$ cat config.mk
export PLATFORM = sky130hd
export DESIGN_NAME = pcs_core
export DESIGN_NICKNAME = d
export VERILOG_FILES = /design/src/common/pcs_pkg.sv /design/src/rtl/pcs_axil_regs.sv /design/src/rtl/pcs_core.sv /design/src/rtl/pcs_ret_stack.sv
export SDC_FILE = /design/constraint.sdc
export NUM_CORES = 1
export LEC_CHECK = 0
export ABC_AREA = 1
export BUFFER_PORTS_ARGS = -buffer_cell sky130_fd_sc_hd__buf_2
export CELL_PAD_IN_SITES_DETAIL_PLACEMENT = 1
export CELL_PAD_IN_SITES_GLOBAL_PLACEMENT = 2
export CORE_ASPECT_RATIO = 2
export CORE_MARGIN = 5
export CORE_UTILIZATION = 33
export CTS_BUF_LIST = sky130_fd_sc_hd__clkbuf_16
export CTS_CLUSTER_DIAMETER = 120
export CTS_CLUSTER_SIZE = 8
export DETAILED_ROUTE_END_ITERATION = 6
export HOLD_SLACK_MARGIN = 0.1
export PLACE_DENSITY_LB_ADDON = 0.1
export SLEW_MARGIN = 20
export SYNTH_ARGS = -nofsm -noshare
export SYNTH_HDL_FRONTEND = slang
export SYNTH_SLANG_ARGS = --single-unit
export TNS_END_PERCENT = 5
$ cat constraint.sdc
create_clock -name i_clk -period 3.2 [get_ports i_clk]
set_clock_uncertainty 0.2 [all_clocks]
set_input_delay 0.64 -clock i_clk [delete_from_list [all_inputs] [get_ports i_clk]]
set_output_delay 0.64 -clock i_clk [all_outputs]
set_load 0.02 [all_outputs]
$ cat src/common/pcs_pkg.sv
// Purpose: Shared constants and types for the program counter, stack
//          and indirect access block.
// Assumes: One core clock, asynchronous active-low reset.
// Notes:   Data-space addresses are compared on their low seven bits.
package pcs_pkg;

	// Program counter and paging
	localparam int PC_W      = 13;
	localparam int TGT_W     = 11;
	localparam int DW        = 8;
	localparam int LATCH_W   = 5;
	localparam int PAGE_LO   = 3;
	localparam int EA_W      = 9;
	localparam int DADR_W    = 8;
	localparam int MATCH_W   = 7;

	// Return stack
	localparam int STK_DEPTH = 8;
	localparam int STK_PTR_W = 3;

	// Data-space register addresses
	localparam logic [MATCH_W-1:0] ADR_INDIRECT = 7'h00;
	localparam logic [MATCH_W-1:0] ADR_PC_LOW   = 7'h02;
	localparam logic [MATCH_W-1:0] ADR_PTR      = 7'h04;
	localparam logic [MATCH_W-1:0] ADR_LATCH    = 7'h0a;

	localparam logic [PC_W-1:0]    PC_RESET     = 13'h0000;
	localparam logic [PC_W-1:0]    PC_STEP      = 13'h0001;
	localparam logic [PC_W-1:0]    IRQ_VECTOR   = 13'h0004;
	localparam logic [DW-1:0]      SELF_RDATA   = 8'h00;
	localparam logic [DW-1:0]      PTR_RESET    = 8'h00;
	localparam logic [LATCH_W-1:0] LATCH_RESET  = 5'h00;

	// Register bus
	localparam int AXI_AW  = 4;
	localparam int AXI_DW  = 32;
	localparam int REG_N   = 3;
	localparam int REG_IW  = 2;
	localparam logic [REG_IW-1:0] IDX_CTRL     = 2'h0;
	localparam logic [REG_IW-1:0] IDX_PC_STAT  = 2'h1;
	localparam logic [REG_IW-1:0] IDX_PTR_STAT = 2'h2;
	localparam int CTRL_RUN_BIT   = 0;
	localparam int STAT_LATCH_LSB = 16;
	localparam int STAT_LAST_LSB  = 8;
	localparam logic [AXI_DW-1:0] CTRL_RESET  = 32'h0000_0001;
	localparam logic [1:0]        RESP_OKAY   = 2'h0;
	localparam logic [1:0]        RESP_SLVERR = 2'h2;

	typedef enum logic [2:0] {
		OP_NONE, OP_NEXT, OP_GOTO, OP_CALL,
		OP_IRQ, OP_RET, OP_RETURN_WITH_LITERAL, OP_RETURN_FROM_INTERRUPT
	} pcs_op_type;

	typedef struct packed {
		logic              valid;
		logic              wr;
		logic [DADR_W-1:0] addr;
		logic [DW-1:0]     wdata;
	} pcs_acc_type;

	typedef struct packed {
		logic            valid;
		logic            wr;
		logic [EA_W-1:0] addr;
		logic            own;
		logic [DW-1:0]   rdata;
	} pcs_res_type;

	typedef struct packed {
		logic              en;
		logic [REG_IW-1:0] idx;
		logic [AXI_DW-1:0] data;
		logic [3:0]        strb;
	} pcs_regwr_type;

endpackage

$ cat src/rtl/pcs_axil_regs.sv
// Purpose: AXI4-Lite slave that hands register writes and reads on.
// Assumes: Register values arrive as a packed word per index.
// Notes:   Only the control word is writable; others answer SLVERR.
`timescale 1ns/1ps
module pcs_axil_regs (
	input  wire logic                        i_clk,
	input  wire logic                        i_rst_n,
	input  wire logic [pcs_pkg::AXI_AW-1:0]  i_awaddr,
	input  wire logic                        i_awvalid,
	output logic                             o_awready,
	input  wire logic [pcs_pkg::AXI_DW-1:0]  i_wdata,
	input  wire logic [3:0]                  i_wstrb,
	input  wire logic                        i_wvalid,
	output logic                             o_wready,
	output logic [1:0]                       o_bresp,
	output logic                             o_bvalid,
	input  wire logic                        i_bready,
	input  wire logic [pcs_pkg::AXI_AW-1:0]  i_araddr,
	input  wire logic                        i_arvalid,
	output logic                             o_arready,
	output logic [pcs_pkg::AXI_DW-1:0]       o_rdata,
	output logic [1:0]                       o_rresp,
	output logic                             o_rvalid,
	input  wire logic                        i_rready,
	input  wire logic [pcs_pkg::REG_N-1:0][pcs_pkg::AXI_DW-1:0] i_regs,
	output pcs_pkg::pcs_regwr_type           o_wr
);
	import pcs_pkg::*;

	typedef struct packed {
		logic              aw_have, w_have, awrdy, wrdy, bvalid;
		logic [1:0]        bresp;
		logic [AXI_AW-1:0] awaddr;
		logic [AXI_DW-1:0] wdata;
		logic [3:0]        wstrb;
		logic              arrdy, rvalid;
		logic [1:0]        rresp;
		logic [AXI_DW-1:0] rdata;
		pcs_regwr_type     wr;
	} pcs_axs_type;

	pcs_axs_type s_r;
	pcs_axs_type s_nxt;

	function automatic logic [REG_IW-1:0] reg_idx(logic [AXI_AW-1:0] a);
		return a[AXI_AW-1:2];
	endfunction

	function automatic logic idx_ok(logic [AXI_AW-1:0] a);
		return reg_idx(a) < REG_IW'(REG_N);
	endfunction

	always_comb begin
		s_nxt       = s_r;
		s_nxt.wr.en = 1'b0;
		if (i_awvalid && s_r.awrdy) begin
			s_nxt.aw_have = 1'b1;
			s_nxt.awaddr  = i_awaddr;
		end
		if (i_wvalid && s_r.wrdy) begin
			s_nxt.w_have = 1'b1;
			s_nxt.wdata  = i_wdata;
			s_nxt.wstrb  = i_wstrb;
		end
		if (s_r.bvalid && i_bready) begin
			s_nxt.bvalid = 1'b0;
		end
		if (s_nxt.aw_have && s_nxt.w_have && !s_nxt.bvalid) begin
			s_nxt.aw_have = 1'b0;
			s_nxt.w_have  = 1'b0;
			s_nxt.bvalid  = 1'b1;
			if (reg_idx(s_nxt.awaddr) == IDX_CTRL) begin
				s_nxt.bresp   = RESP_OKAY;
				s_nxt.wr.en   = 1'b1;
				s_nxt.wr.idx  = IDX_CTRL;
				s_nxt.wr.data = s_nxt.wdata;
				s_nxt.wr.strb = s_nxt.wstrb;
			end else begin
				s_nxt.bresp = RESP_SLVERR;
			end
		end
		s_nxt.awrdy = !s_nxt.aw_have && !s_nxt.bvalid;
		s_nxt.wrdy  = !s_nxt.w_have && !s_nxt.bvalid;
		if (s_r.rvalid && i_rready) begin
			s_nxt.rvalid = 1'b0;
		end
		if (i_arvalid && s_r.arrdy) begin
			s_nxt.rvalid = 1'b1;
			s_nxt.rresp  = idx_ok(i_araddr) ? RESP_OKAY : RESP_SLVERR;
			s_nxt.rdata  = idx_ok(i_araddr) ? i_regs[reg_idx(i_araddr)]
				: '0;
		end
		s_nxt.arrdy = !s_nxt.rvalid;
	end

	always_ff @(posedge i_clk or negedge i_rst_n) begin
		if (!i_rst_n) begin
			s_r <= '0;
		end else begin
			s_r <= s_nxt;
		end
	end

	assign o_awready = s_r.awrdy;
	assign o_wready  = s_r.wrdy;
	assign o_bvalid  = s_r.bvalid;
	assign o_bresp   = s_r.bresp;
	assign o_arready = s_r.arrdy;
	assign o_rvalid  = s_r.rvalid;
	assign o_rresp   = s_r.rresp;
	assign o_rdata   = s_r.rdata;
	assign o_wr      = s_r.wr;

endmodule // pcs_axil_regs

$ cat src/rtl/pcs_core.sv
// Purpose: Program counter, page latch, return stack and indirect
//          data access for an 8-bit core.
// Assumes: Decoder presents at most one flow operation per cycle.
// Notes:   Access answers appear one cycle after the request.
`timescale 1ns/1ps
module pcs_core #(
	parameter bit BANK_USED = 1'b0
) (
	input  wire logic                        i_clk,
	input  wire logic                        i_rst_n,
	input  pcs_pkg::pcs_op_type              i_op,
	input  wire logic [pcs_pkg::TGT_W-1:0]   i_target,
	input  pcs_pkg::pcs_acc_type             i_acc,
	input  wire logic                        i_bank_bit,
	output logic [pcs_pkg::PC_W-1:0]         o_pc,
	output pcs_pkg::pcs_res_type             o_res,
	input  wire logic [pcs_pkg::AXI_AW-1:0]  i_awaddr,
	input  wire logic                        i_awvalid,
	output logic                             o_awready,
	input  wire logic [pcs_pkg::AXI_DW-1:0]  i_wdata,
	input  wire logic [3:0]                  i_wstrb,
	input  wire logic                        i_wvalid,
	output logic                             o_wready,
	output logic [1:0]                       o_bresp,
	output logic                             o_bvalid,
	input  wire logic                        i_bready,
	input  wire logic [pcs_pkg::AXI_AW-1:0]  i_araddr,
	input  wire logic                        i_arvalid,
	output logic                             o_arready,
	output logic [pcs_pkg::AXI_DW-1:0]       o_rdata,
	output logic [1:0]                       o_rresp,
	output logic                             o_rvalid,
	input  wire logic                        i_rready
);
	import pcs_pkg::*;

	// Flow state
	logic [PC_W-1:0]    pc_r;
	logic [PC_W-1:0]    pc_nxt;
	logic [LATCH_W-1:0] latch_r;
	logic [LATCH_W-1:0] latch_nxt;
	logic [DW-1:0]      ptr_r;
	logic [DW-1:0]      ptr_nxt;

	// Access answer and software view
	pcs_res_type        res_r;
	pcs_res_type        res_nxt;
	logic [AXI_DW-1:0]  ctrl_r;
	logic [AXI_DW-1:0]  ctrl_nxt;
	logic [EA_W-1:0]    last_ea_r;
	logic [EA_W-1:0]    last_ea_nxt;

	// Decode
	logic               run;
	logic               is_ind;
	logic               self_hit;
	logic [EA_W-1:0]    ea;
	logic               wr_ok;
	logic               pcl_wr;
	logic               latch_wr;
	logic               ptr_wr;
	logic               push;
	logic               pop;
	logic [PC_W-1:0]    stk_top;
	logic [REG_N-1:0][AXI_DW-1:0] regs;
	pcs_regwr_type      regwr;

	function automatic logic adr_is(logic [EA_W-1:0] a,
		logic [MATCH_W-1:0] r);
		return a[MATCH_W-1:0] == r;
	endfunction

	function automatic logic is_ret(pcs_op_type op);
		return op == OP_RET || op == OP_RETURN_WITH_LITERAL || op == OP_RETURN_FROM_INTERRUPT;
	endfunction

	assign run = ctrl_r[CTRL_RUN_BIT];

	// Indirect address resolution
	always_comb begin
		is_ind = adr_is(EA_W'(i_acc.addr), ADR_INDIRECT);
		ea     = EA_W'(i_acc.addr);
		if (is_ind) begin
			ea = {BANK_USED ? i_bank_bit : 1'b0, ptr_r};
		end
		self_hit = is_ind && adr_is(ea, ADR_INDIRECT);
		// Self-targeted write is dropped before any register sees it
		wr_ok    = i_acc.valid && i_acc.wr && !self_hit;
		pcl_wr   = wr_ok && adr_is(ea, ADR_PC_LOW);
		latch_wr = wr_ok && adr_is(ea, ADR_LATCH);
		ptr_wr   = wr_ok && adr_is(ea, ADR_PTR);
	end

	// Stack handshake; a low-byte write cancels the operation
	assign push = run && !pcl_wr && (i_op == OP_CALL || i_op == OP_IRQ);
	assign pop  = run && !pcl_wr && is_ret(i_op);

	pcs_ret_stack #(
		.DEPTH (STK_DEPTH),
		.PTR_W (STK_PTR_W),
		.W     (PC_W)
	) u_stack (
		.i_clk   (i_clk),
		.i_rst_n (i_rst_n),
		.i_push  (push),
		.i_pop   (pop),
		.i_data  (pc_r),
		.o_top   (stk_top)
	);

	// Program counter next value
	always_comb begin
		pc_nxt = pc_r;
		if (pcl_wr) begin
			pc_nxt = {latch_r, i_acc.wdata};
		end else if (run) begin
			unique case (i_op)
				OP_NONE:   pc_nxt = pc_r;
				OP_NEXT:   pc_nxt = pc_r + PC_STEP;
				OP_GOTO,
				OP_CALL:   pc_nxt = {latch_r[LATCH_W-1:PAGE_LO],
					i_target};
				OP_IRQ:    pc_nxt = IRQ_VECTOR;
				OP_RET,
				OP_RETURN_WITH_LITERAL,
				OP_RETURN_FROM_INTERRUPT: pc_nxt = stk_top;
			endcase
		end
	end

	// Latch and pointer change only on data writes, never on stack use
	always_comb begin
		latch_nxt = latch_r;
		ptr_nxt   = ptr_r;
		if (latch_wr) begin
			latch_nxt = i_acc.wdata[LATCH_W-1:0];
		end
		if (ptr_wr) begin
			ptr_nxt = i_acc.wdata;
		end
	end

	// Access answer, one cycle after the request
	always_comb begin
		res_nxt       = '0;
		last_ea_nxt   = last_ea_r;
		res_nxt.valid = i_acc.valid;
		res_nxt.wr    = wr_ok;
		res_nxt.addr  = ea;
		res_nxt.rdata = SELF_RDATA;
		if (i_acc.valid) begin
			last_ea_nxt = ea;
		end
		if (self_hit) begin
			res_nxt.own   = 1'b1;
			res_nxt.rdata = SELF_RDATA;
		end else if (adr_is(ea, ADR_PC_LOW)) begin
			res_nxt.own   = 1'b1;
			res_nxt.rdata = pc_r[DW-1:0];
		end else if (adr_is(ea, ADR_LATCH)) begin
			res_nxt.own   = 1'b1;
			res_nxt.rdata = DW'(latch_r);
		end else if (adr_is(ea, ADR_PTR)) begin
			res_nxt.own   = 1'b1;
			res_nxt.rdata = ptr_r;
		end
	end

	// Software control word
	always_comb begin
		ctrl_nxt = ctrl_r;
		if (regwr.en && regwr.idx == IDX_CTRL && regwr.strb[0]) begin
			ctrl_nxt[CTRL_RUN_BIT] = regwr.data[CTRL_RUN_BIT];
		end
	end

	always_ff @(posedge i_clk or negedge i_rst_n) begin
		if (!i_rst_n) begin
			pc_r      <= PC_RESET;
			latch_r   <= LATCH_RESET;
			ptr_r     <= PTR_RESET;
			res_r     <= '0;
			ctrl_r    <= CTRL_RESET;
			last_ea_r <= '0;
		end else begin
			pc_r      <= pc_nxt;
			latch_r   <= latch_nxt;
			ptr_r     <= ptr_nxt;
			res_r     <= res_nxt;
			ctrl_r    <= ctrl_nxt;
			last_ea_r <= last_ea_nxt;
		end
	end

	// Stack pointer stays hidden: control word, counter, latch, pointer and last address shown
	always_comb begin
		regs               = '0;
		regs[IDX_CTRL]     = ctrl_r;
		regs[IDX_PC_STAT]  = AXI_DW'(pc_r);
		regs[IDX_PC_STAT][STAT_LATCH_LSB +: LATCH_W] = latch_r;
		regs[IDX_PTR_STAT] = AXI_DW'(ptr_r);
		regs[IDX_PTR_STAT][STAT_LAST_LSB +: EA_W] = last_ea_r;
	end

	pcs_axil_regs u_regs (
		.i_clk     (i_clk),
		.i_rst_n   (i_rst_n),
		.i_awaddr  (i_awaddr),
		.i_awvalid (i_awvalid),
		.o_awready (o_awready),
		.i_wdata   (i_wdata),
		.i_wstrb   (i_wstrb),
		.i_wvalid  (i_wvalid),
		.o_wready  (o_wready),
		.o_bresp   (o_bresp),
		.o_bvalid  (o_bvalid),
		.i_bready  (i_bready),
		.i_araddr  (i_araddr),
		.i_arvalid (i_arvalid),
		.o_arready (o_arready),
		.o_rdata   (o_rdata),
		.o_rresp   (o_rresp),
		.o_rvalid  (o_rvalid),
		.i_rready  (i_rready),
		.i_regs    (regs),
		.o_wr      (regwr)
	);

	assign o_pc  = pc_r;
	assign o_res = res_r;

endmodule // pcs_core

$ cat src/rtl/pcs_ret_stack.sv
// Purpose: Circular return stack for the program counter.
// Assumes: Push and pop never both asserted in one cycle.
// Notes:   No overflow or underflow indication; the pointer wraps.
`timescale 1ns/1ps
module pcs_ret_stack #(
	parameter int DEPTH = pcs_pkg::STK_DEPTH,
	parameter int PTR_W = pcs_pkg::STK_PTR_W,
	parameter int W     = pcs_pkg::PC_W
) (
	input  wire logic         i_clk,
	input  wire logic         i_rst_n,
	input  wire logic         i_push,
	input  wire logic         i_pop,
	input  wire logic [W-1:0] i_data,
	output logic      [W-1:0] o_top
);
	import pcs_pkg::*;

	logic [W-1:0]     mem_r   [DEPTH];
	logic [W-1:0]     mem_nxt [DEPTH];
	logic [PTR_W-1:0] ptr_r;
	logic [PTR_W-1:0] ptr_nxt;
	logic [PTR_W-1:0] ptr_dec;

	assign ptr_dec = ptr_r - 1'b1;
	assign o_top   = mem_r[ptr_dec];

	always_comb begin
		mem_nxt = mem_r;
		ptr_nxt = ptr_r;
		if (i_push) begin
			mem_nxt[ptr_r] = i_data;
			ptr_nxt        = ptr_r + 1'b1;
		end else if (i_pop) begin
			ptr_nxt = ptr_dec;
		end
	end

	always_ff @(posedge i_clk or negedge i_rst_n) begin
		if (!i_rst_n) begin
			ptr_r <= '0;
			for (int i = 0; i < DEPTH; i++) begin
				mem_r[i] <= '0;
			end
		end else begin
			ptr_r <= ptr_nxt;
			mem_r <= mem_nxt;
		end
	end

endmodule // pcs_ret_stack

==> flow_summary.yaml, run 1 <==
cells_and_area:
  n_antenna_cell: 0
  fin_util_pct: 38.5
  drive_gt1_share_pct: 17.4
  areaGrowthSynthToFinish_pct: 16.0
  fin_nets: 1387
worst_setup_path:
  critPathLaunch: "u_stack.ptr_r[1]"
  crit_path_end_kind: "register"
  worst_setup_path_start_kind: "register"
  reg2reg_depth: 11
  path_class: "register to register"
  arrival_ps: 2620
  r2r_start: "u_stack.ptr_r[1]"
  cp.required_ps: 3370
  crit_fanout: 23
placement:
  dp_hpwl_um: 25200
  port_buffers: 104
  gp_congestion: 0.852
timing:
  tightest_slew_ps: 831
  hold-worst-slack_ps: 212
  fin_crit_sh_pct: 76.3
  hold_violations: 0
  finalSetupTns_ps: 0
  fin_crit_ps: 2440
  rsz0062_at_grt: "no"
  slew_headroom_pct: 44.5
  setup-violations-final: 0
  fmax_mhz: 409
  finalMaxSlewViolations: 0
detailed_routing:
  vias: 8261
  firstDrtPassIters: 4
  drt_iter0_markers: 371
  ant_nets: 0
  avgRoutedWirePerCell_um: 20.2
  wl_um: 33800
  post_drt_via_cell_ratio: 4.93
  drc: 0
floorplan:
  start_util_pct: 33.2
  core-area_sq_mm: 0.0294
  die_area_sq_mm: 0.0333
  rows: 89
  die_y_um: 253
  design.portCount: 158
  die_x_um: 132
power:
  p_comb_share_pct: 39.4
  power_frac_clock_pct: 22.1
  power_leakage_nw: 5.82
  p_sw_mw: 4.22
  p_per_area_mw_per_mm2: 864
  ir_drop_uv: 410
  p_int_mw: 5.57
  power_frac_seq_pct: 38.5
  fin_total_pwr_mw: 9.79
  sw_frac_of_total_pct: 43.1
clock_network:
  path_clk_slew_ps: 80
  htreeDepth: 4
  clockBufferDepth: 2
  cts_tree: "yes"
  cts.sinks: 198
  cts_root_buf: "clkbuf_16"
  postCtsSetupBuffers: 0
  clkLatencyLatePin_ps: 460
  cts_made_buffers: 17
hold_path:
  holdCritStartpoint: "i_wstrb[0]"
  worstHoldPathCells: 3
  hold_path_class: "input pin to register"
synthesis:
  ys_ff_latch: 198
  mappedNetlistArea_sq_mm: 0.00977
  ys_types: 41
  ys_seq_area_share_pct: 50.7
  synthCells: 1210
  syn_avg_cell_area_sq_um: 8.07
  yosysWarnings: 0
job:
  drv_cap: 0
grt:
  grt_pass1_vias: 8986
  track_usage_pct: 20.7
  globalRouteOverflowTotal: 0
  grt_pass1_wl_um: 53100
  grt_max_degree: 68
  grt_antenna_before_repair: 2
status:
  status: "completed"
## path summary, 6_finish.rpt
| path | endpoint | slack [ps] |
|---|---|---|
| max | o_pc[10] | 760 |
| min | u_regs.s_r[75] | 210 |
| max reg2reg | o_pc[10] | 760 |
| min reg2reg | ctrl_r[0] | 240 |
| max in group asynchronous | o_pc[12] | 1540 |
| min in group asynchronous | u_stack.mem_r[28] | 570 |
## cell usage after synthesis
library cell | instances | share of area, %
nand3_4 | 1 | 0.18
nand2_1 | 476 | 18
o221ai_1 | 17 | 1.5
a31oi_1 | 3 | 0.19
nand3_1 | 48 | 2.5
o21ai_0 | 70 | 3.6
nor3_1 | 9 | 0.46
buf_4 | 50 | 3.8
dfstp_2 | 1 | 0.27
or2_2 | 2 | 0.13
o211ai_1 | 27 | 2.1
clkbuf_1 | 26 | 1.0
a21oi_1 | 28 | 1.4
inv_1 | 70 | 2.7
o21ai_1 | 1 | 0.051
nand3b_1 | 1 | 0.077
mux2i_1 | 6 | 0.61
a22oi_1 | 2 | 0.15
nand2_2 | 12 | 0.77
conb_1 | 1 | 0.038
clkinv_1 | 2 | 0.077
dfrtp_1 | 197 | 50
nand4_1 | 9 | 0.58
nor2_1 | 87 | 3.3
buf_6 | 9 | 1.0
nor2_2 | 2 | 0.13
o2111ai_1 | 1 | 0.090
xnor2_1 | 1 | 0.090
nand4_4 | 2 | 0.44
o21ai_4 | 1 | 0.17
o31ai_1 | 1 | 0.077
buf_2 | 14 | 0.72
xor2_1 | 6 | 0.54
a22o_1 | 1 | 0.090
nor2_4 | 10 | 1.2
ha_1 | 3 | 0.38
inv_4 | 1 | 0.064
o22ai_1 | 3 | 0.19
inv_2 | 7 | 0.27
nor2_8 | 1 | 0.20
and3_1 | 1 | 0.064
## cell families after synthesis
kind of cell | Yosys count | share of synthesized area [%]
adder cells (fa/ha/maj) | 3 | 0.384
multiplexers | 6 | 0.615
AO/OA/AOI/OAI | 155 | 9.63
XOR/XNOR | 7 | 0.628
flip-flops | 198 | 50.7
buffers and inverters | 179 | 9.70
other | 1 | 0.0384
AND/OR/NAND/NOR | 661 | 28.3
## timing repair
action	CTS	global route
resized for setup	0	0
hold buffers	1	0
endpoints found under the hold margin	60	0
## per-stage QoR
| stage | worst slack [ps] | instances | instance area, sq um |
|---|---|---|---|
| floorplan | 702 | 1223 | 9820 |
| global placement | 289 | 1644 | 10700 |
| detailed placement | 269 | 1644 | 10700 |
| CTS | 722 | 1677 | 11300 |
| global route | 548 | 1677 | 11300 |
| finish | 757 | 1677 | 11300 |
## power groups by stage
stage | Sequential, mW | Combinational (mW) | Clock (mW)
after floorplan | 3.65 | 2.60 | 0
after global placement | 3.80 | 3.86 | 0
after detailed placement | 3.82 | 3.93 | 0
after CTS | 3.78 | 3.94 | 2.23
after global routing | 3.87 | 4.32 | 2.32
final | 3.77 | 3.85 | 2.17
## critical path, cell delays in order (launching register included)
cell and delay [ps]:
dfrtp_1 420, inv_1 90, ha_1 300, clkinv_1 270, buf_12 280, a21oi_1 140, nor2_1 50, o21ai_0 140
nand3_1 170, nand3_1 100, nand3_1 80, o211ai_1 110
## final cells by class
class	count	area (sq um)
fill	3630	18100
sequential	198	4960
multi-input combinational	846	3910
timing repair buffer	157	1130
tap	364	455
clock buffer	17	425
inverter	80	303
clock inverter	15	148
## layer usage
metal	part of all wire (%)	global-route usage [%]
met4	2.8	7.41
met1	37	21.6
met3	2.6	3.20
met5	0.080	0
met2	58	40.9
## placed cells by master (no fill, tap or decap), drive strengths merged, types with 3 or more instances in the layout
cell | Yosys | final
nand2 | 488 | 488
dfrtp | 197 | 197
buf | 73 | 155
nor2 | 100 | 100
inv | 78 | 84
o21ai | 72 | 72
nand3 | 49 | 49
a21oi | 28 | 28
o211ai | 27 | 27
clkbuf | 26 | 18
o221ai | 17 | 17
conb | 1 | 14
nand4 | 11 | 11
nor3 | 9 | 9
xor2 | 6 | 6
mux2i | 6 | 6
clkinvlp | 0 | 5
clkinv | 2 | 5
a31oi | 3 | 3
o22ai | 3 | 3
ha | 3 | 3
## registers in the layout, summed over array words and instances, names as in the netlist
| name | count |
|---|---|
| u_regs.o_rdata | 21 |
| ptr_r | 8 |
| u_stack.ptr_r | 3 |
| o_pc | 13 |
| u_regs.o_rvalid | 1 |
| ctrl_r | 1 |
| u_regs.o_awready | 1 |
| last_ea_r | 8 |
| u_regs.s_r | 6 |
| u_regs.o_rresp | 1 |
| latch_r | 5 |
| u_stack.mem_r | 104 |
| u_regs.o_bvalid | 1 |
| u_regs.o_wready | 1 |
| u_regs.o_wr | 3 |
| o_res | 19 |
| u_regs.o_arready | 1 |
| u_regs.o_bresp | 1 |
(Power assumes the default switching activity.)
==> run 2: changes to the inputs <==
- CORE_UTILIZATION: 33 -> 30
- clock period: 3.2 -> 2.2 ns (I/O delays scaled with it)
==> run 2 against run 1 <==
Compared with the run above: combinational power rose by 86%; critical path depth fell by 1; register-to-register slack lost 660 ps; sequential power increased by 39%; power rose by 59%; sequential cell count stayed put; global-route usage rose by 0.31 points; maximum frequency increased by 16%; critical endpoint is now o_pc[6].
==> flow_summary.yaml, run 2 (synthesis gave the netlist of run 1 again) <==
status:
  status: "completed"
floorplan:
  die_y_um: 265
  design.portCount: 158
  rows: 93
  die_area_sq_mm: 0.0365
  core-area_sq_mm: 0.0322
  die_x_um: 138
  start_util_pct: 30.3
detailed_routing:
  ant_nets: 0
  vias: 8608
  wl_um: 37200
  drt_iter0_markers: 312
  firstDrtPassIters: 5
  avgRoutedWirePerCell_um: 20.1
  post_drt_via_cell_ratio: 4.66
  drc: 0
power:
  p_int_mw: 9.01
  sw_frac_of_total_pct: 42.3
  power_leakage_nw: 6.42
  p_sw_mw: 6.59
  fin_total_pwr_mw: 15.6
  p_comb_share_pct: 45.9
  p_per_area_mw_per_mm2: 1240
  power_frac_seq_pct: 33.5
  power_frac_clock_pct: 20.6
  ir_drop_uv: 693
clock_network:
  cts_tree: "yes"
  clkLatencyLatePin_ps: 460
  clockBufferDepth: 2
  path_clk_slew_ps: 80
  htreeDepth: 4
  cts_root_buf: "clkbuf_16"
  cts_made_buffers: 17
  cts.sinks: 198
cells_and_area:
  regArea_sq_mm: 0.00496
  fin_cells: 1846
  fill_cells: 3933
  final_cell_mix: "nand2_1, dfrtp_1, buf_2"
  multiInputGateArea_sq_mm: 0.00396
  fin_area_sq_mm: 0.0125
  drive_gt1_share_pct: 22.7
  final_common_cell: "nand2_1"
  top_register: "u_stack.mem_r"
  areaGrowthSynthToFinish_pct: 28.5
  largest_register_ffs: 104
  fin_nets: 1492
worst_setup_path:
  path_class: "register to register"
  crit_fanout: 18
  cp.required_ps: 2380
  crit_path_end_kind: "register"
  worst_setup_path_start_kind: "register"
  arrival_ps: 2280
timing:
  hold_violations: 0
  hold-worst-slack_ps: 122
  fmax_mhz: 475
  fin_crit_ps: 2100
  setup-violations-final: 0
  rsz0062_at_grt: "yes"
  fin_crit_sh_pct: 95.6
  finalMaxSlewViolations: 0
  finalSetupTns_ps: 0
placement:
  dp.cells: 1787
  port_buffers: 104
  place_area_sq_mm: 0.0116
  dp_hpwl_um: 27400
  gp_congestion: 0.788
grt:
  grt_antenna_before_repair: 2
  grt_pass1_wl_um: 56800
  globalRouteOverflowTotal: 0
  grt_pass1_vias: 9553
  grt_max_degree: 52
  track_usage_pct: 21.0
job:
  drv_cap: 0
hold_path:
  hold_path_class: "input pin to register"
## run 2: cell count changes in the layout (fill, tap and decap cells not counted), sizes merged, moves of 2 or more
| cell | delta |
|---|---|
| inv | +2 |
| clkbuf | +2 |
| dlygate4sd3 | +21 |
| buf | +82 |
| clkinvlp | -3 |
## run 2: cell type report
| class | count | share of cell area [%] |
|---|---|---|
| diodes | 1 | 0.0199 |
| flip-flops and latches | 198 | 39.5 |
| repair buffers | 262 | 17.7 |
| clock inverters | 15 | 1.13 |
| inverters | 80 | 2.45 |
| clock buffers | 17 | 3.39 |
| well taps | 427 | 4.26 |
| multi-input cells | 846 | 31.6 |
## run 2: path summary, 6_finish.rpt
kind                                   from                 to  slack, ps  depth (start not counted)
setup / recovery           u_stack.ptr_r[1]            o_pc[6]        100                         10
hold / removal                  i_araddr[2]  u_regs.o_rdata[0]        120                          3
setup reg to reg           u_stack.ptr_r[1]            o_pc[6]        100                         10
hold reg to reg             u_regs.o_wr[38]          ctrl_r[0]        230                          1
max in group asynchronous           i_rst_n  u_stack.mem_r[79]        850                          3
min in group asynchronous           i_rst_n   u_stack.mem_r[1]        320                          2
## run 2: power groups by stage
stage	Combinational [mW]	Sequential [mW]	Clock, mW
finish	7.16	5.23	3.21
detailed placement	6.75	5.28	0
global placement	6.67	5.25	0
floorplan	3.80	5.31	0
CTS	6.88	5.22	3.31
global route	7.88	5.34	3.46
## run 2: what timing repair did
item	4_1_cts	5_1_grt
endpoints found under the setup margin	4	63
cloned	0	2
hold buffers	22	0
setup buffers	0	2
gates resized for setup	4	14
pin swaps	1	3
endpoints found under the hold margin	74	0
## run 2: stage by stage
step,setup WS (ps),utilization [%]
detailed placement,-359,36.0
global route,-23.9,38.9
floorplan,-30.4,-
global placement,-288,36.0
CTS,-12.4,38.4
finish,95.7,38.9
## run 2: worst max-delay path, cell delays in order (launching register included)
cell and delay, ps:
dfrtp_1 400, inv_2 90, ha_4 230, clkinv_4 90
buf_12 160, o21ai_0 100, o221ai_1 250, nand3_1 160
o211ai_1 130, nand3_1 100, o211ai_1 90
## run 2: metal layers
metal / GRT usage, % / up-vias / share of wire [%]
met3: 4.16 / 44 / 3.0
met2: 40.6 / 149 / 58
met4: 7.99 / 0 / 3.5
met5: 0 / - / 0
met1: 21.4 / 4235 / 36
li1: - / 4180 / -
==> run 3: changes to the inputs <==
- MAX_ROUTING_LAYER: default -> met4
==> run 3 against run 2 <==
Compared with the run above: maximum frequency rose by 0.28%; non-clock buffer count did not move; combinational power barely moved; wire length fell by 0.36%; power fell by 0.12%; sequential share of layout area barely moved; largest power group unchanged; largest cell class unchanged.
==> flow_summary.yaml, run 3 (synthesis gave the netlist of run 1 again) <==
detailed_routing:
  ant_nets: 0
  firstDrtPassIters: 4
  post_drt_via_cell_ratio: 4.66
  avgRoutedWirePerCell_um: 20.1
  vias: 8603
  wl_um: 37000
  drc: 0
  drt_iter0_markers: 327
timing:
  setup-violations-final: 0
  fin_crit_ps: 2100
  finalMaxSlewViolations: 0
  fin_crit_sh_pct: 95.4
  fmax_mhz: 477
  fin_ws_ps: 102
  rsz0062_at_grt: "yes"
  hold_violations: 0
floorplan:
  die_y_um: 265
  die_x_um: 138
  design.portCount: 158
  die_area_sq_mm: 0.0365
  core-area_sq_mm: 0.0322
  start_util_pct: 30.3
  rows: 93
placement:
  port_buffers: 104
  dp_hpwl_um: 27400
  gp_congestion: 0.799
  dpl_worst_slack_ps: -359
grt:
  grt_pass1_vias: 9561
  grt_max_degree: 52
  grt_antenna_before_repair: 2
  globalRouteOverflowTotal: 0
  grt_pass1_wl_um: 56700
  track_usage_pct: 21.6
cells_and_area:
  fin_util_pct: 38.9
  final_common_cell: "nand2_1"
  multiInputGateArea_sq_mm: 0.00396
  final_cell_mix: "nand2_1, dfrtp_1, buf_2"
  fill_cells: 3933
  drive_gt1_share_pct: 22.7
  fin_nets: 1492
  top_register: "u_stack.mem_r"
  areaGrowthSynthToFinish_pct: 28.5
  largest_register_ffs: 104
  regArea_sq_mm: 0.00496
clock_network:
  clockBufferDepth: 2
  cts.sinks: 198
  clkLatencyLatePin_ps: 460
  cts_tree: "yes"
  htreeDepth: 4
  cts_made_buffers: 17
  path_clk_slew_ps: 80
  cts_root_buf: "clkbuf_16"
hold_path:
  hold_path_class: "input pin to register"
worst_setup_path:
  worst_setup_path_start_kind: "register"
  cp.required_ps: 2340
  crit_fanout: 18
  path_class: "register to register"
  arrival_ps: 2240
  crit_path_end_kind: "register"
power:
  p_per_area_mw_per_mm2: 1240
  ir_drop_uv: 693
  power_leakage_nw: 6.42
  fin_total_pwr_mw: 15.6
status:
  status: "completed"
job:
  drv_cap: 0
[run 3: changes by cell type in the layout (fill, tap and decap cells not counted), sizes merged]
cell	before	now
diode	1	2
[run 3: through the flow]
stage	instance area, sq um	instances	hold slack, ps	setup TNS (ps)
4_1_cts	12400	1841	101	-17.9
3_5_place_dp	11600	1787	222	-39680
5_1_grt	12600	1847	120	-26.7
2_1_floorplan	9820	1223	-55.6	-102
6_report	12600	1847	125	0
3_3_place_gp	11600	1787	210	-33160
[run 3: worst paths after layout]
check                                  from           endpoint  slack [ps]  depth (start not counted)
setup reg to reg           u_stack.ptr_r[1]           o_pc[11]         100                         12
min in group asynchronous           i_rst_n   u_stack.mem_r[1]         320                          2
max in group asynchronous           i_rst_n  u_stack.mem_r[89]         870                          3
hold / removal                  i_araddr[2]  u_regs.o_rdata[0]         120                          3
setup / recovery           u_stack.ptr_r[1]           o_pc[11]         100                         12
hold reg to reg             u_regs.o_wr[38]          ctrl_r[0]         230                          1
[run 3: what timing repair did]
item,4_1_cts,5_1_grt
resized for setup,4,14
hold buffers,22,0
endpoints found under the setup margin,4,61
gates cloned,0,2
pin swaps,1,3
setup buffers,0,2
hold endpoints to repair,74,0
[run 3: report_power, final]
part / internal, mW / total [mW] / switching, mW / leakage [nW]
combinational: 2.76 / 7.15 / 4.39 / 3.54
sequential: 4.65 / 5.23 / 0.577 / 2.61
clock: 1.59 / 3.20 / 1.61 / 0.274
[run 3: per-layer routing]
layer  part of all wire, %  global-route usage (%)  routed length [um]
met5                     0                       -                   0
met4                   3.7                    7.99                1380
met3                   2.8                    4.18                1030
met2                    58                    40.6               21500
met1                    36                    21.4               13200
[run 3: worst max-delay path, stage by stage, from the launching register on]
cell and delay (ps):
dfrtp_1 370, inv_2 60, ha_4 310, clkinv_4 100
buf_12 170, o21ai_0 100, o221ai_1 150, nand3_1 140
nand3_1 80, nand2_1 60, o21ai_0 70, nand2_1 110
nand2_1 60
[run 3: cell type report]
cell class                      instances  share of cell area (%)
Tap cell                              427                    4.26
Inverter                               80                    2.45
Timing Repair Buffer                  262                    17.7
Sequential cell                       198                    39.5
Antenna cell                            2                  0.0399
Multi-Input combinational cell        846                    31.6
Clock inverter                         15                    1.13
Clock buffer                           17                    3.39
